==> config.mk <==
export PLATFORM = sky130hd
export DESIGN_NAME = key_matrix_scan_encoder
export DESIGN_NICKNAME = d
export VERILOG_FILES = /design/src/verilog/key_matrix_scan_encoder.v /design/src/verilog/scan_tick.v
export VERILOG_INCLUDE_DIRS = /design/src /design/src/verilog
export SDC_FILE = /design/constraint.sdc
export NUM_CORES = 1
export LEC_CHECK = 0
export BUFFER_PORTS_ARGS = -buffer_cell sky130_fd_sc_hd__buf_4
export CAP_MARGIN = 20
export CORE_MARGIN = 2
export CORE_UTILIZATION = 41
export DETAILED_ROUTE_END_ITERATION = 10
export HOLD_SLACK_MARGIN = 0.15
export PLACE_DENSITY = 0.63
export SLEW_MARGIN = 20
export SYNTH_ARGS = -nofsm -noshare
export SYNTH_HDL_FRONTEND = slang
export SYNTH_HIERARCHICAL = 1
export SYNTH_SLANG_ARGS = --single-unit
==> constraint.sdc <==
create_clock -name i_mclk -period 2.7 [get_ports i_mclk]
set_input_delay 0.135 -clock i_mclk [delete_from_list [all_inputs] [get_ports i_mclk]]
set_output_delay 0.135 -clock i_mclk [all_outputs]
set_load 0.05 [all_outputs]
==> src/verilog/keyscan_map.vh <==
// keypad scanner constants: timing counts and code layout
// assumes inclusion by the scanner modules only
`ifndef KEYSCAN_MAP_VH
`define KEYSCAN_MAP_VH

// master clock period in ns
`define KS_MCLK_PERIOD_NS 8
// scan step period in ns (one column slot at the default rate)
`define KS_SCAN_STEP_NS 1000
// master clocks per scan step, rounded down
`define KS_SCAN_DIV ((`KS_SCAN_STEP_NS) / (`KS_MCLK_PERIOD_NS))
// default debounce period in scan steps
`define KS_DEBOUNCE_STEPS 16
// width of the column counter
`define KS_COL_BITS 2
// reset value of the held key code
`define KS_CODE_RESET 5'h00

`endif

==> src/verilog/key_matrix_scan_encoder.v <==
// key matrix scanner: 4 columns by 4 or 5 rows, debounced key code out
// assumes row inputs synchronous to i_mclk, low meaning a closed switch
//
// Operation
// - idle: columns pulled low one at a time, each a quarter of the cycle
// - a 2-bit counter stepped by the scan tick decodes one-hot to columns
// - rows read high when open; low row means closed switch on column
// - row low on active column freezes counter, column stays driven low
// - row low starts debounce timer and locks out other rows
// - key code from frozen column and encoded row, 4 or 5 bits
// - debounce expiry with row low latches code and raises valid flag
// - row high before expiry resets timer and resumes scan from there
// - closure accepted only after one unbroken debounce period low
// - after release, timer runs out before any new closure is seen
// - second key ignored until first released and timer run out
// - code driven out only while active-low output enable is low
`timescale 1ns/1ns
`default_nettype none
`include "keyscan_map.vh"

module key_matrix_scan_encoder #(
    parameter integer ROWS = 5,
    parameter integer CODE_BITS = 5,
    parameter integer SCAN_DIV = `KS_SCAN_DIV,
    parameter [7:0] DEBOUNCE_STEPS = `KS_DEBOUNCE_STEPS
) (
    // clock and reset
    input wire i_mclk,
    input wire i_rst_n,
    // matrix
    input wire [ROWS-1:0] i_row_sense,
    output reg [3:0] o_column_drive_n,
    output reg [3:0] o_column_drive_oe,
    // host side
    input wire i_output_enable_n,
    output reg [CODE_BITS-1:0] o_key_code,
    output reg [CODE_BITS-1:0] o_key_code_oe,
    output reg o_key_valid_flag
);

    // ************************************************************
    // states
    // ************************************************************
    localparam [3:0] ST_SCAN = 4'b0001;
    localparam [3:0] ST_BOUNCE = 4'b0010;
    localparam [3:0] ST_HELD = 4'b0100;
    localparam [3:0] ST_RELEASE = 4'b1000;

    reg [3:0] state_q;
    reg [3:0] state_d;
    reg [`KS_COL_BITS-1:0] col_q;
    reg [`KS_COL_BITS-1:0] col_d;
    reg [2:0] row_q;
    reg [2:0] row_d;
    reg [7:0] timer_q;
    reg [7:0] timer_d;
    reg [CODE_BITS-1:0] code_q;
    reg [CODE_BITS-1:0] code_d;
    reg valid_d;
    wire tick;

    scan_tick #(
        .DIV(SCAN_DIV)
    ) u_tick (
        .i_mclk(i_mclk),
        .i_rst_n(i_rst_n),
        .o_tick(tick)
    );

    // ************************************************************
    // row priority encoder
    // ************************************************************
    reg any_low;
    reg [2:0] low_row;
    integer r;
    always @* begin
        any_low = 1'b0;
        low_row = 3'h0;
        for (r = ROWS - 1; r >= 0; r = r - 1) begin
            if (!i_row_sense[r]) begin
                any_low = 1'b1;
                low_row = r[2:0];
            end
        end
    end

    // ************************************************************
    // locked row watch
    // ************************************************************
    // only the locked row is watched once detection starts; the select
    // is a loop so an index past the top row reads as an open switch
    reg locked_low;
    integer w;
    always @* begin
        locked_low = 1'b0;
        for (w = 0; w < ROWS; w = w + 1) begin
            if (row_q == w[2:0]) begin
                locked_low = ~i_row_sense[w];
            end
        end
    end

    wire [4:0] full_code = {row_q, col_q};

    // ************************************************************
    // control
    // ************************************************************
    // scan: rotate columns, first low row wins and is locked
    // bounce: count ticks with the locked row low, any high restarts
    // held: code latched, wait for the locked row to open
    // release: let the timer run out so release bounce is ignored
    always @* begin
        state_d = state_q;
        col_d = col_q;
        row_d = row_q;
        timer_d = timer_q;
        code_d = code_q;
        valid_d = o_key_valid_flag;
        case (state_q)
            ST_SCAN: begin
                if (any_low) begin
                    row_d = low_row;
                    timer_d = 8'h00;
                    state_d = ST_BOUNCE;
                end else if (tick) begin
                    col_d = col_q + 2'h1;
                end
            end
            ST_BOUNCE: begin
                if (!locked_low) begin
                    timer_d = 8'h00;
                    state_d = ST_SCAN;
                end else if (timer_q >= DEBOUNCE_STEPS) begin
                    code_d = full_code[CODE_BITS-1:0];
                    valid_d = 1'b1;
                    state_d = ST_HELD;
                end else if (tick) begin
                    timer_d = timer_q + 8'h01;
                end
            end
            ST_HELD: begin
                if (!locked_low) begin
                    valid_d = 1'b0;
                    timer_d = 8'h00;
                    state_d = ST_RELEASE;
                end
            end
            ST_RELEASE: begin
                if (timer_q >= DEBOUNCE_STEPS) begin
                    state_d = ST_SCAN;
                end else if (tick) begin
                    timer_d = timer_q + 8'h01;
                end
            end
            default: begin
                state_d = ST_SCAN;
            end
        endcase
    end

    // ************************************************************
    // registers
    // ************************************************************
    always @(posedge i_mclk or negedge i_rst_n) begin
        if (!i_rst_n) begin
            state_q <= ST_SCAN;
            col_q <= 2'h0;
            row_q <= 3'h0;
            timer_q <= 8'h00;
            code_q <= `KS_CODE_RESET;
            o_key_valid_flag <= 1'b0;
        end else begin
            state_q <= state_d;
            col_q <= col_d;
            row_q <= row_d;
            timer_q <= timer_d;
            code_q <= code_d;
            o_key_valid_flag <= valid_d;
        end
    end

    // ************************************************************
    // pin drivers
    // ************************************************************
    genvar g;
    generate
        for (g = 0; g < 4; g = g + 1) begin : g_col
            always @(posedge i_mclk or negedge i_rst_n) begin
                if (!i_rst_n) begin
                    o_column_drive_n[g] <= 1'b0;
                    o_column_drive_oe[g] <= 1'b0;
                end else begin
                    o_column_drive_n[g] <= 1'b0;
                    o_column_drive_oe[g] <= (col_d == g);
                end
            end
        end
        for (g = 0; g < CODE_BITS; g = g + 1) begin : g_code
            always @(posedge i_mclk or negedge i_rst_n) begin
                if (!i_rst_n) begin
                    o_key_code[g] <= 1'b0;
                    o_key_code_oe[g] <= 1'b0;
                end else begin
                    o_key_code[g] <= code_d[g];
                    o_key_code_oe[g] <= ~i_output_enable_n;
                end
            end
        end
    endgenerate

endmodule // key_matrix_scan_encoder

`default_nettype wire

==> src/verilog/scan_tick.v <==
// scan step generator: one-cycle pulse every DIV master clocks
// assumes a single free-running master clock
`timescale 1ns/1ns
`default_nettype none

module scan_tick #(
    parameter integer DIV = 125
) (
    // clock and reset
    input wire i_mclk,
    input wire i_rst_n,
    // step pulse
    output reg o_tick
);

    reg [15:0] cnt_q;

    always @(posedge i_mclk or negedge i_rst_n) begin
        if (!i_rst_n) begin
            cnt_q <= 16'h0000;
            o_tick <= 1'b0;
        end else if (cnt_q == DIV[15:0] - 16'h0001) begin
            cnt_q <= 16'h0000;
            o_tick <= 1'b1;
        end else begin
            cnt_q <= cnt_q + 16'h0001;
            o_tick <= 1'b0;
        end
    end

endmodule // scan_tick

`default_nettype wire
# Yosys cells after proc, flatten, opt, wreduce, memory -nomap -nowiden
# Cells that the tools add are included.
# totals
regBits,50
input_bits,8
output_inout_bits,19
wordCells,93
# classes
addsub,3
order_cmp,1
n_eq_ne,18
muxes,39
bitwise,6
n_reduce_logical,8
# op_table
op,n
$mux W8,5
$pmux W8 S4,1
$mux W4,5
$add A16 B1 Y16 const B,1
$eq A16 B7 Y1 const B,1
$mux W16,1
$pmux W4 S4,1
$mux W3,5
$mux W5,3
$mux W1,14
$ne A2 B2 Y1 const B,5
$add A8 B1 Y8 const B,1
$ge A8 B5 Y1 const B,1
$reduce_and A4 Y1,2
$eq A3 B2 Y1 const B,2
$mux W2,3
$not A1 Y1,6
$eq A2 B2 Y1 const B,2
$eq A4 B1 Y1 const B,1
$eq A4 B2 Y1 const B,1
$eq A4 B3 Y1 const B,1
$eq A4 B4 Y1 const B,1
$reduce_bool A4 Y1,1
$eq A3 B1 Y1 const B,1
10 further kinds,10

# Depth between registers and ports, before layout
# Gate-level depths: netlist (run 1).
# depth
ltp_word,8
depth_mapped,7
ltp_nobuf,5

# Cells and area by module
# Netlist (run 1), hierarchy kept.
# modules_own_cells
module,n_inst,cells_each,area_each_um2,seq_area_each_um2
key_matrix_scan_encoder,1,144,1486.4,701.9
scan_tick,1,83,869.6,425.4

# Worst setup path after synthesis (run 1)
# OpenSTA, ideal clock, no wires.
# synth_path
path_kind,register to register
start,register state_q[0]
end,register timer_q[4]
setup_ps,65
arrival_time_ps,2014
required_time_ps,2635
path_slack_ps,621
stages_incl_launch_ff,7
n_path_buf,1
synth_period_minus_slack_ps,2079
cell_sequence,dfstp_2 or4b_4 buf_6 o311a_2 or2_4 a2111oi_4 o22a_1
# synth_via
elab_chain_cells,3
word_cells_on_any_way,9
classes_between,6 x eq/ne; 1 x mux; 2 x reduce/logical
# synth_lines
element,line,text
"start, declared",key_matrix_scan_encoder.v:49,reg [3:0] state_q;
"start signal, assigned",key_matrix_scan_encoder.v:173,state_q <= state_d;
"$eq A4 B4 Y1, or another cell as far along",key_matrix_scan_encoder.v:119,case (state_q)
$reduce_bool A4 Y1 (no source line) / $ne A2 B2 Y1 (equally long branches),-,
$reduce_and A3 Y1 (no source line),-,
"end signal, assigned",key_matrix_scan_encoder.v:176,timer_q <= timer_d;
"end, declared",key_matrix_scan_encoder.v:55,reg [7:0] timer_q;
# Parallel ways exist; a longest one is shown, timed or not.
# A chain may end at the register's enable or synchronous reset.

# Worst setup path in the final report (run 1)
# layout_path
start,register state_q[1]
end,register code_q[2]
# layout_via
elab_chain_cells,2
# layout_lines
element,line,text
$eq A4 B2 Y1,key_matrix_scan_encoder.v:119,
$mux W5,key_matrix_scan_encoder.v:119,
"end signal, assigned",key_matrix_scan_encoder.v:170,code_q <= `KS_CODE_RESET;
"end signal, assigned",key_matrix_scan_encoder.v:177,code_q <= code_d;
"end, declared",key_matrix_scan_encoder.v:57,reg [CODE_BITS-1:0] code_q;
# No other way between the ends.

==> results.md, run 1 <==
- The area share of the leading cell type in the synthesized netlist is 46.7%.
- The via count of the first global-routing pass is about 1600.
- The HPWL after detailed placement is 3150 um.
- The horizontal die dimension is between 70 and 80 um.
- The initial DRC count is between 100 and 150.
- The flow ran to the end, and the final reports show no timing, DRC or antenna violations.
- The floorplan row count is 27.
- For this run, the detailed router's first-pass iteration total came to 4.
- Data on the critical path arrives at its endpoint at between 2 and 2.5 ns.
- Clock skew on the completed layout was measured at about 0.014 ns.
- The total count of hold-check failures in the final report is 0.
- The worst path needs 2.22 ns of the cycle, external delays included.
- The share of synthesized registers carrying an async set or reset is between 90% and 100%.
- On the worst path, the slowest cell contributes a delay of roughly 0.50 ns.
- Cells with a size suffix above 1 make up between 20% and 30% of the layout.
- The post-cts repair resize count is 0.
- The number of inserted filler cells in the final layout is 524.
- The root buffer cell is sky130_fd_sc_hd__clkbuf_8.
- The area of the mapped netlist is about 2400 sq um.
- The number of sinks driven by the clock tree is 45.
- The launching element type of the critical path is a register.
- STA puts the critical path data required time at approximately 2.9 ns.
- The average instance in the mapped netlist occupies between 10 and 15 sq um.
- The critical-path cell with the highest stage delay is sky130_fd_sc_hd__or3b_2.
- The sequential area share after synthesis is between 40 and 50%.
- After clock tree synthesis, the clock-pin slew on the worst setup and hold paths is around 0.10 ns.
- The full die area is approximately 6400 sq um.
- For this run, design rule violations remaining after detail routing come to 0.
- During placement, the flow inserted port buffers numbering 22.
- Entering global routing, the biggest net connects 46 pins.
- The count of max-cap constraint violations is 0.
- The kind of critical path is register to register.
- Clock latency on the worst-skew pair, taken at its later pin, is between 0.3 and 0.4 ns.
- The number of synthesized flops with an enable pin is 0.
- The buffer and inverter count on the worst path is 0.
- The total number of H-tree levels is 2.
- The worst relative slew slack is between 60% and 70%.
- The antenna cell count is 0.
- For this design the static power due to leakage is ~1.2 nW.
- The routed wire length is between 4000 and 5000 um.
- The max-slew violation total from the final report is 0.
- The final-layout setup total negative slack is 0 ns.
- The total I/O pin count is 27.
- The number of antenna violations at the first check in global routing is 0.
- The register bit count reported by yosys is between 40 and 50.
- The buffer depth of the longest clock path is 2.
- The routability-driven placement congestion ratio is about 0.8.
- The largest total area in the synthesized netlist belongs to sky130_fd_sc_hd__dfrtp_1.
- The final critical path takes up 82.1% of the cycle.
- After detailed routing, the number of vias per cell comes to 5.31.
- After technology mapping, the gate count stands at between 200 and 250.
- Grouping stages by cell kind, the critical path spends the most delay in simple AND/OR/NAND/NOR gates.
- Setup repair after global routing left no endpoint under its margin.
- The count of nets after finishing is 266.
- Cells fill about half of the core in the end.
- The count of antenna-violating nets left after detailed routing is 0.
- From synthesis to final layout, the design area changed by 14.4%.
- The worst-case IR drop observed on VDD is 0.290 mV.
- Global routing consumed, over all layers together, between 15 and 20% of the routing resources.
- The remaining global-route overflow is 0.
- For this run, the top clock speed supported by timing is around 450 MHz.
- The kind of end point of the critical path is a register.
- Across all setup checks in the final design, the least slack found is approximately 0.48 ns.
- The min-delay analysis places its worst path in the category input pin to register.
- The total power per unit cell area is between 500 and 600 nW/um^2.
- The overall via count from detail_route is around 1700.
- The maximum net fanout on the critical path is 8.
- The clock buffer count from CTS is 5.
- The height of the die is ~80 um.
- Once the floorplan was initialized, standard cells occupied 42.5% of the core.
- Traced cell by cell, the critical path runs through or3b_2 > or3_2 > nor2_2 > mux2_2.
- Dividing the detail-routed wire length by the instance count gives between 10 and 15 um.
- The most instantiated flip-flop cell in the synthesis netlist is sky130_fd_sc_hd__dfrtp_1.
- The Yosys step of the flow raised 6 warnings.
- The count of final setup violators is 0.
- Yosys attributes the largest share of cell area to sky130_fd_sc_hd__dfrtp_1 (47%), sky130_fd_sc_hd__xor2_1 (4.1%), sky130_fd_sc_hd__nand2_1 (3.3%).
- The transition time at the pin with the least slew margin is roughly 0.56 ns.
- After synthesis, the netlist uses 56 different library cells.
- At the placement stage, the worst setup path has a slack of between 0.5 and 0.6 ns.
- TritonCTS built the clock tree.
- The most frequent cell after synthesis is sky130_fd_sc_hd__dfrtp_1.
- The global-route wire length before repair is 7580 um.
- The core region is 5540 sq um.
- Sorting the synthesized cells by how often they occur yields sky130_fd_sc_hd__dfrtp_1 (44), sky130_fd_sc_hd__nand2_1 (21), sky130_fd_sc_hd__o21ai_0 (15), sky130_fd_sc_hd__inv_1 (12), sky130_fd_sc_hd__xor2_1 (11).
==> timing repair <==
| action | in CTS | in global routing |
|---|---|---|
| hold endpoints to repair | 47 | 0 |
| setup buffers | 0 | 0 |
| hold buffers | 5 | 0 |
==> cells by family (layout without fill, tap and decap cells) <==
group	Yosys count	count (layout)	share of synthesized area, %
compound gates	45	45	13.2
xor+xnor	15	15	5.58
fa+ha+maj	4	4	2.12
buf+inv	26	51	6.16
flops	45	45	47.8
mux	9	9	4.09
other cells	1	4	0.159
simple gates	82	82	20.8
==> stage by stage <==
stage	area [sq um]	cells	total power (W)	hold WS, ns
global route	2700	327	0.00172	0.315
detailed placement	2550	314	0.00118	0.171
floorplan	2370	230	0.00109	-0.161
finish	2700	327	0.00161	0.317
CTS	2700	327	0.00163	0.304
global placement	2550	314	0.00117	0.168
==> registers in the layout, indices dropped and copies added (netlist names) <==
signal             count
code_q                 5
col_q                  2
o_column_drive_oe      4
o_key_code_oe          1
o_key_valid_flag       1
row_q                  3
state_q                4
timer_q                8
u_tick/cnt_q          16
u_tick/o_tick          1
==> path summary, 6_finish.rpt <==
path	slack (ns)	cells past startpoint	endpoint	from
hold / removal	0.32	3	row_q[1]	i_row_sense[3]
max in group asynchronous	1.96	2	o_key_valid_flag	i_rst_n
setup reg to reg	0.48	4	code_q[2]	state_q[1]
min in group asynchronous	0.34	2	row_q[0]	i_rst_n
hold reg to reg	0.48	1	u_tick/cnt_q[15]	u_tick/cnt_q[15]
setup / recovery	0.48	4	code_q[2]	state_q[1]
==> placed cells by master (no fill, tap or decap), types with 3 or more instances in the layout <==
master                           n
sky130_fd_sc_hd__nor4_1          6
sky130_fd_sc_hd__nor2_1          8
sky130_fd_sc_hd__inv_1          12
sky130_fd_sc_hd__a21oi_1         9
sky130_fd_sc_hd__nand2_1        21
sky130_fd_sc_hd__o21ai_0        15
sky130_fd_sc_hd__nand3_1        10
sky130_fd_sc_hd__buf_4          26
sky130_fd_sc_hd__ha_1            4
sky130_fd_sc_hd__dfrtp_1        44
sky130_fd_sc_hd__xor2_1         11
sky130_fd_sc_hd__nor4b_1         3
sky130_fd_sc_hd__xnor2_1         4
sky130_fd_sc_hd__mux2i_1         4
sky130_fd_sc_hd__mux2_2          5
sky130_fd_sc_hd__conb_1          4
sky130_fd_sc_hd__o21a_1          3
sky130_fd_sc_hd__nor3_1          6
sky130_fd_sc_hd__clkbuf_8        5
sky130_fd_sc_hd__a31oi_1         4
sky130_fd_sc_hd__dlygate4sd3_1   5
sky130_fd_sc_hd__nand4_1         6
==> where the power goes <==
group | switching, W | internal, W
Clock | 0.000259 | 0.000189
Combinational | 0.000242 | 0.000163
Sequential | 0.0000505 | 0.000712
==> layer usage <==
metal	routed length [um]	global-route usage, %
met4	73	6.10
met3	157	3.39
met5	0	0
met2	2130	24.6
met1	2070	20.4
==> layout make-up <==
class	instances	area [sq um]	share of cell area [%]
Inverter	12	45.0	1.67
Sequential cell	45	1130	41.8
Multi-Input combinational cell	159	1090	40.6
Clock inverter	3	25.0	0.928
Tap cell	72	90.1	3.34
Clock buffer	5	68.8	2.55
Timing Repair Buffer	31	245	9.10
==> worst reg2reg max path, cell delays in order (launching register included) <==
cell                      delay, ns
sky130_fd_sc_hd__dfrtp_1       0.47
sky130_fd_sc_hd__or3b_2        0.50
sky130_fd_sc_hd__or3_2         0.45
sky130_fd_sc_hd__nor2_2        0.29
sky130_fd_sc_hd__mux2_2        0.38
No activity file was read; power rests on OpenSTA's default activity.
==> run 2, diff against run 1 <==
PLACE_DENSITY = 0.66   (was 0.63)
clock period = 1.9 ns   (was 2.7 ns; I/O delays follow)
==> run 2 against run 1 <==
Compared with the run above:
- the flow now finishes with violations (negative setup slack)
- sequential power up 39%
- die area unchanged
- via count up 6.5%
- setup slack worse by 0.53 ns
- global-route usage up 1.6 points
- clock power up 35%
- wire length up 13%
- fmax up 14%
- flip-flop and latch count unchanged
- final area up 12%
- utilization up 5.6 points
- largest power group unchanged
==> results.md, run 2 (synthesized netlist as in run 1, its figures left out) <==
- The run finished, with violations left.
- The checks that failed: negative setup slack.
- Among all stages on the critical path, the largest delay is contributed by sky130_fd_sc_hd__dfstp_2.
- In this run, the number of DRC markers left after iteration 0 of detailed routing was 110.
- The die covers around 6400 sq um.
- Pin placement for this block handled 27 I/O pins.
- The worst min-delay path category is input pin to asynchronous set/reset pin.
- The height of the die is 79.8 um.
- The worst setup path is of the register to register kind.
- At the pin with the least slew margin, the transition time is between 0.5 and 0.6 ns.
- After detailed routing, the number of remaining DRC violations is 0.
- The endpoint arrival time on the critical path is ~2.1 ns.
- The final worst slack is -0.0496 ns.
- The largest net degree at the start of global routing is 46.
- The detail route stage leaves a number of antenna-violating nets equal to 0.
- The critical path goes through or4b_4 > o311a_4 > or2_4 > a221oi_4 > a21oi_1.
- The reported leakage power is about 1.4 nW.
- The longest clock path from root to sink contains 2 buffers.
- The top cell types in the final layout, fill and taps aside, are sky130_fd_sc_hd__buf_4 (46), sky130_fd_sc_hd__dfrtp_1 (43), sky130_fd_sc_hd__nand2_1 (18), sky130_fd_sc_hd__inv_1 (12), sky130_fd_sc_hd__xor2_1 (10).
- The root buffer cell is sky130_fd_sc_hd__clkbuf_8.
- The via count of the first global-routing pass is 1848.
- The layout-stage area growth over the synthesis result is 27.6%.
- Clock tree synthesis inserted a total of 5 buffers.
- The footprint of the flip-flops and latches is ~1100 sq um.
- The total count of hold-check failures in the final report is 0.
- The worst relative slew slack is between 60% and 70%.
- The clock-pin slew of the registers on the worst-case setup and hold paths is roughly 0.090 ns.
- Summing all non-filler instances in the final layout gives an area of approximately 3000 sq um.
- The peak supply drop is roughly 0.37 mV.
- The number of sinks driven by the clock tree is 45.
- The starting utilization of the core area is between 40% and 50%.
- The maximum net fanout on the critical path is 4.
- Across the run, the number of max-cap violations was 0.
- The global-route total usage across every layer is ~17%.
- Global routing finished with a remaining overflow of 0.
- The count of nets after finishing is 289.
- The floorplan row count is 27.
- The via density per instance is between 5 and 6.
- For the worst setup path, the data required time is around 2.1 ns.
- Among cell families on the critical path, the largest total delay comes from simple AND/OR/NAND/NOR gates.
- The timing-limited maximum frequency is between 500 and 600 MHz.
- After detailed routing, the total wire length is 5010 um.
- The final core utilization is a little over half.
- The register bank with the most flops is u_tick/cnt_q.
- The worst path in the final design needs a cycle of around 1.9 ns, including I/O delays and setup.
- The max-slew violation total from the final report is 0.
- After floorplanning, the core was sized to cover 5540 sq um.
- The number of inserted filler cells in the final layout is 480.
- The number of antenna violations at the first check in global routing was 0.
- Leaving out fill and tap cells, the most frequent cell in the layout is sky130_fd_sc_hd__buf_4.
- The clock latency of the later-clocked register in the worst-skew pair is ~0.30 ns.
- The largest single stage delay on the critical path is 0.55 ns.
- In the final layout, the multi-input gates occupy ~1200 sq um.
- Clock skew on the completed layout was measured at 0.0105 ns.
- The fraction of layout instances using a drive strength above 1 is between 30 and 40%.
- The horizontal die dimension is between 70 and 80 um.
- The first detailed-routing pass ran for 5 iterations.
- Summing over every cut layer, the via total after detailed routing is about 1800.
- The count of final setup violators is 8.
- The largest registers in the layout are u_tick/cnt_q (16), timer_q (8), code_q (5).
- The total number of H-tree levels is 2.
- In this run the cell area measured after placement is 2700 sq um.
- The HPWL after detailed placement is around 3400 um.
- The congestion estimate from routability-driven global placement came to between 0.8 and 0.9.
- TritonCTS built the clock tree.
- The kind of end point of the critical path is a register.
- The first global-routing pass estimated around 8500 um of wire.
- The count of buffers from port buffering is 22.
- The repair_antennas step left the layout with diodes totalling 0.
- Of the available clock period, the critical path in the final layout requires 103%.
- The launching element type of the critical path is a register.
- In the final routed layout, each cell accounts on average for 14.3 um.
- The register with the most flip-flops in the layout has 16 of them.
- Counting both buffers and inverters, the worst setup path holds a total of 0.
- The total power per unit cell area is about 860 nW/um^2.
- Setup repair after global routing could not meet its margin everywhere.
run 2: cell types whose count changed in the layout (fill, tap and decap cells not counted), moves of 3 or more:
| cell | change |
|---|---|
| sky130_fd_sc_hd__buf_4 | +20 |
| sky130_fd_sc_hd__o21ai_2 | +5 |
| sky130_fd_sc_hd__o21ai_0 | -7 |
| sky130_fd_sc_hd__buf_6 | +3 |
| sky130_fd_sc_hd__nand2_1 | -3 |
| sky130_fd_sc_hd__mux2_2 | -4 |
| sky130_fd_sc_hd__mux2_4 | +4 |
| sky130_fd_sc_hd__nand2_2 | +3 |
run 2: power by group:
part	leakage (nW)	total (W)	internal, W	switching [W]
Sequential	0.598	0.00106	0.00101	0.0000441
Combinational	0.750	0.000914	0.000422	0.000493
Clock	0.0481	0.000606	0.000261	0.000344
Total	1.40	0.00258	0.00170	0.000881
run 2: repair_timing:
| action | in CTS | in global routing |
|---|---|---|
| gates resized for setup | 21 | 15 |
| setup buffers | 2 | 3 |
| hold buffers | 5 | 0 |
| hold endpoints to repair | 47 | 0 |
| endpoints found under the setup margin | 22 | 23 |
| pin swaps | 8 | 7 |
run 2: worst reg2reg max path: cells and delay by family, from the launching register on:
| kind | cells | cell delay, ns |
|---|---|---|
| compound gates | 3 | 0.51 |
| flops | 1 | 0.55 |
| simple gates | 2 | 0.78 |
run 2: per-layer routing:
metal	vias to the layer above	track usage [%]	wire, um
li1	904	-	-
met1	911	21.4	2290
met2	28	29.4	2530
met3	5	3.51	138
met4	0	5.59	57
met5	-	0	0
run 2: layout make-up:
type	count	share of cell area (%)
clock inverters	3	0.749
well taps	72	3.00
multi-input cells	159	40.7
clock buffers	5	2.29
repair buffers	54	14.3
inverters	12	1.50
flip-flops and latches	45	37.5
run 2: final timing paths:
path                                   from                to  slack, ns  cells past startpoint
max in group asynchronous           i_rst_n          row_q[0]       1.18                      2
min in group i_mclk          i_row_sense[3]          row_q[1]       0.34                      3
setup reg to reg                 state_q[0]        timer_q[0]      -0.05                      5
hold / removal                      i_rst_n        state_q[2]       0.31                      2
hold reg to reg            o_key_valid_flag  o_key_valid_flag       0.49                      1
setup / recovery                 state_q[0]        timer_q[0]      -0.05                      5
run 2: metrics by stage:
stage	TNS (ns)	total power [W]	setup WS, ns	std cells	hold slack, ns
3_3_place_gp	-1.04	0.00181	-0.118	332	0.134
5_1_grt	-1.13	0.00272	-0.116	350	0.347
2_1_floorplan	-1.21	0.00156	-0.178	230	-0.201
6_report	-0.242	0.00258	-0.0496	350	0.311
3_5_place_dp	-1.73	0.00181	-0.162	332	0.135
4_1_cts	-0.293	0.00251	-0.0453	347	0.291
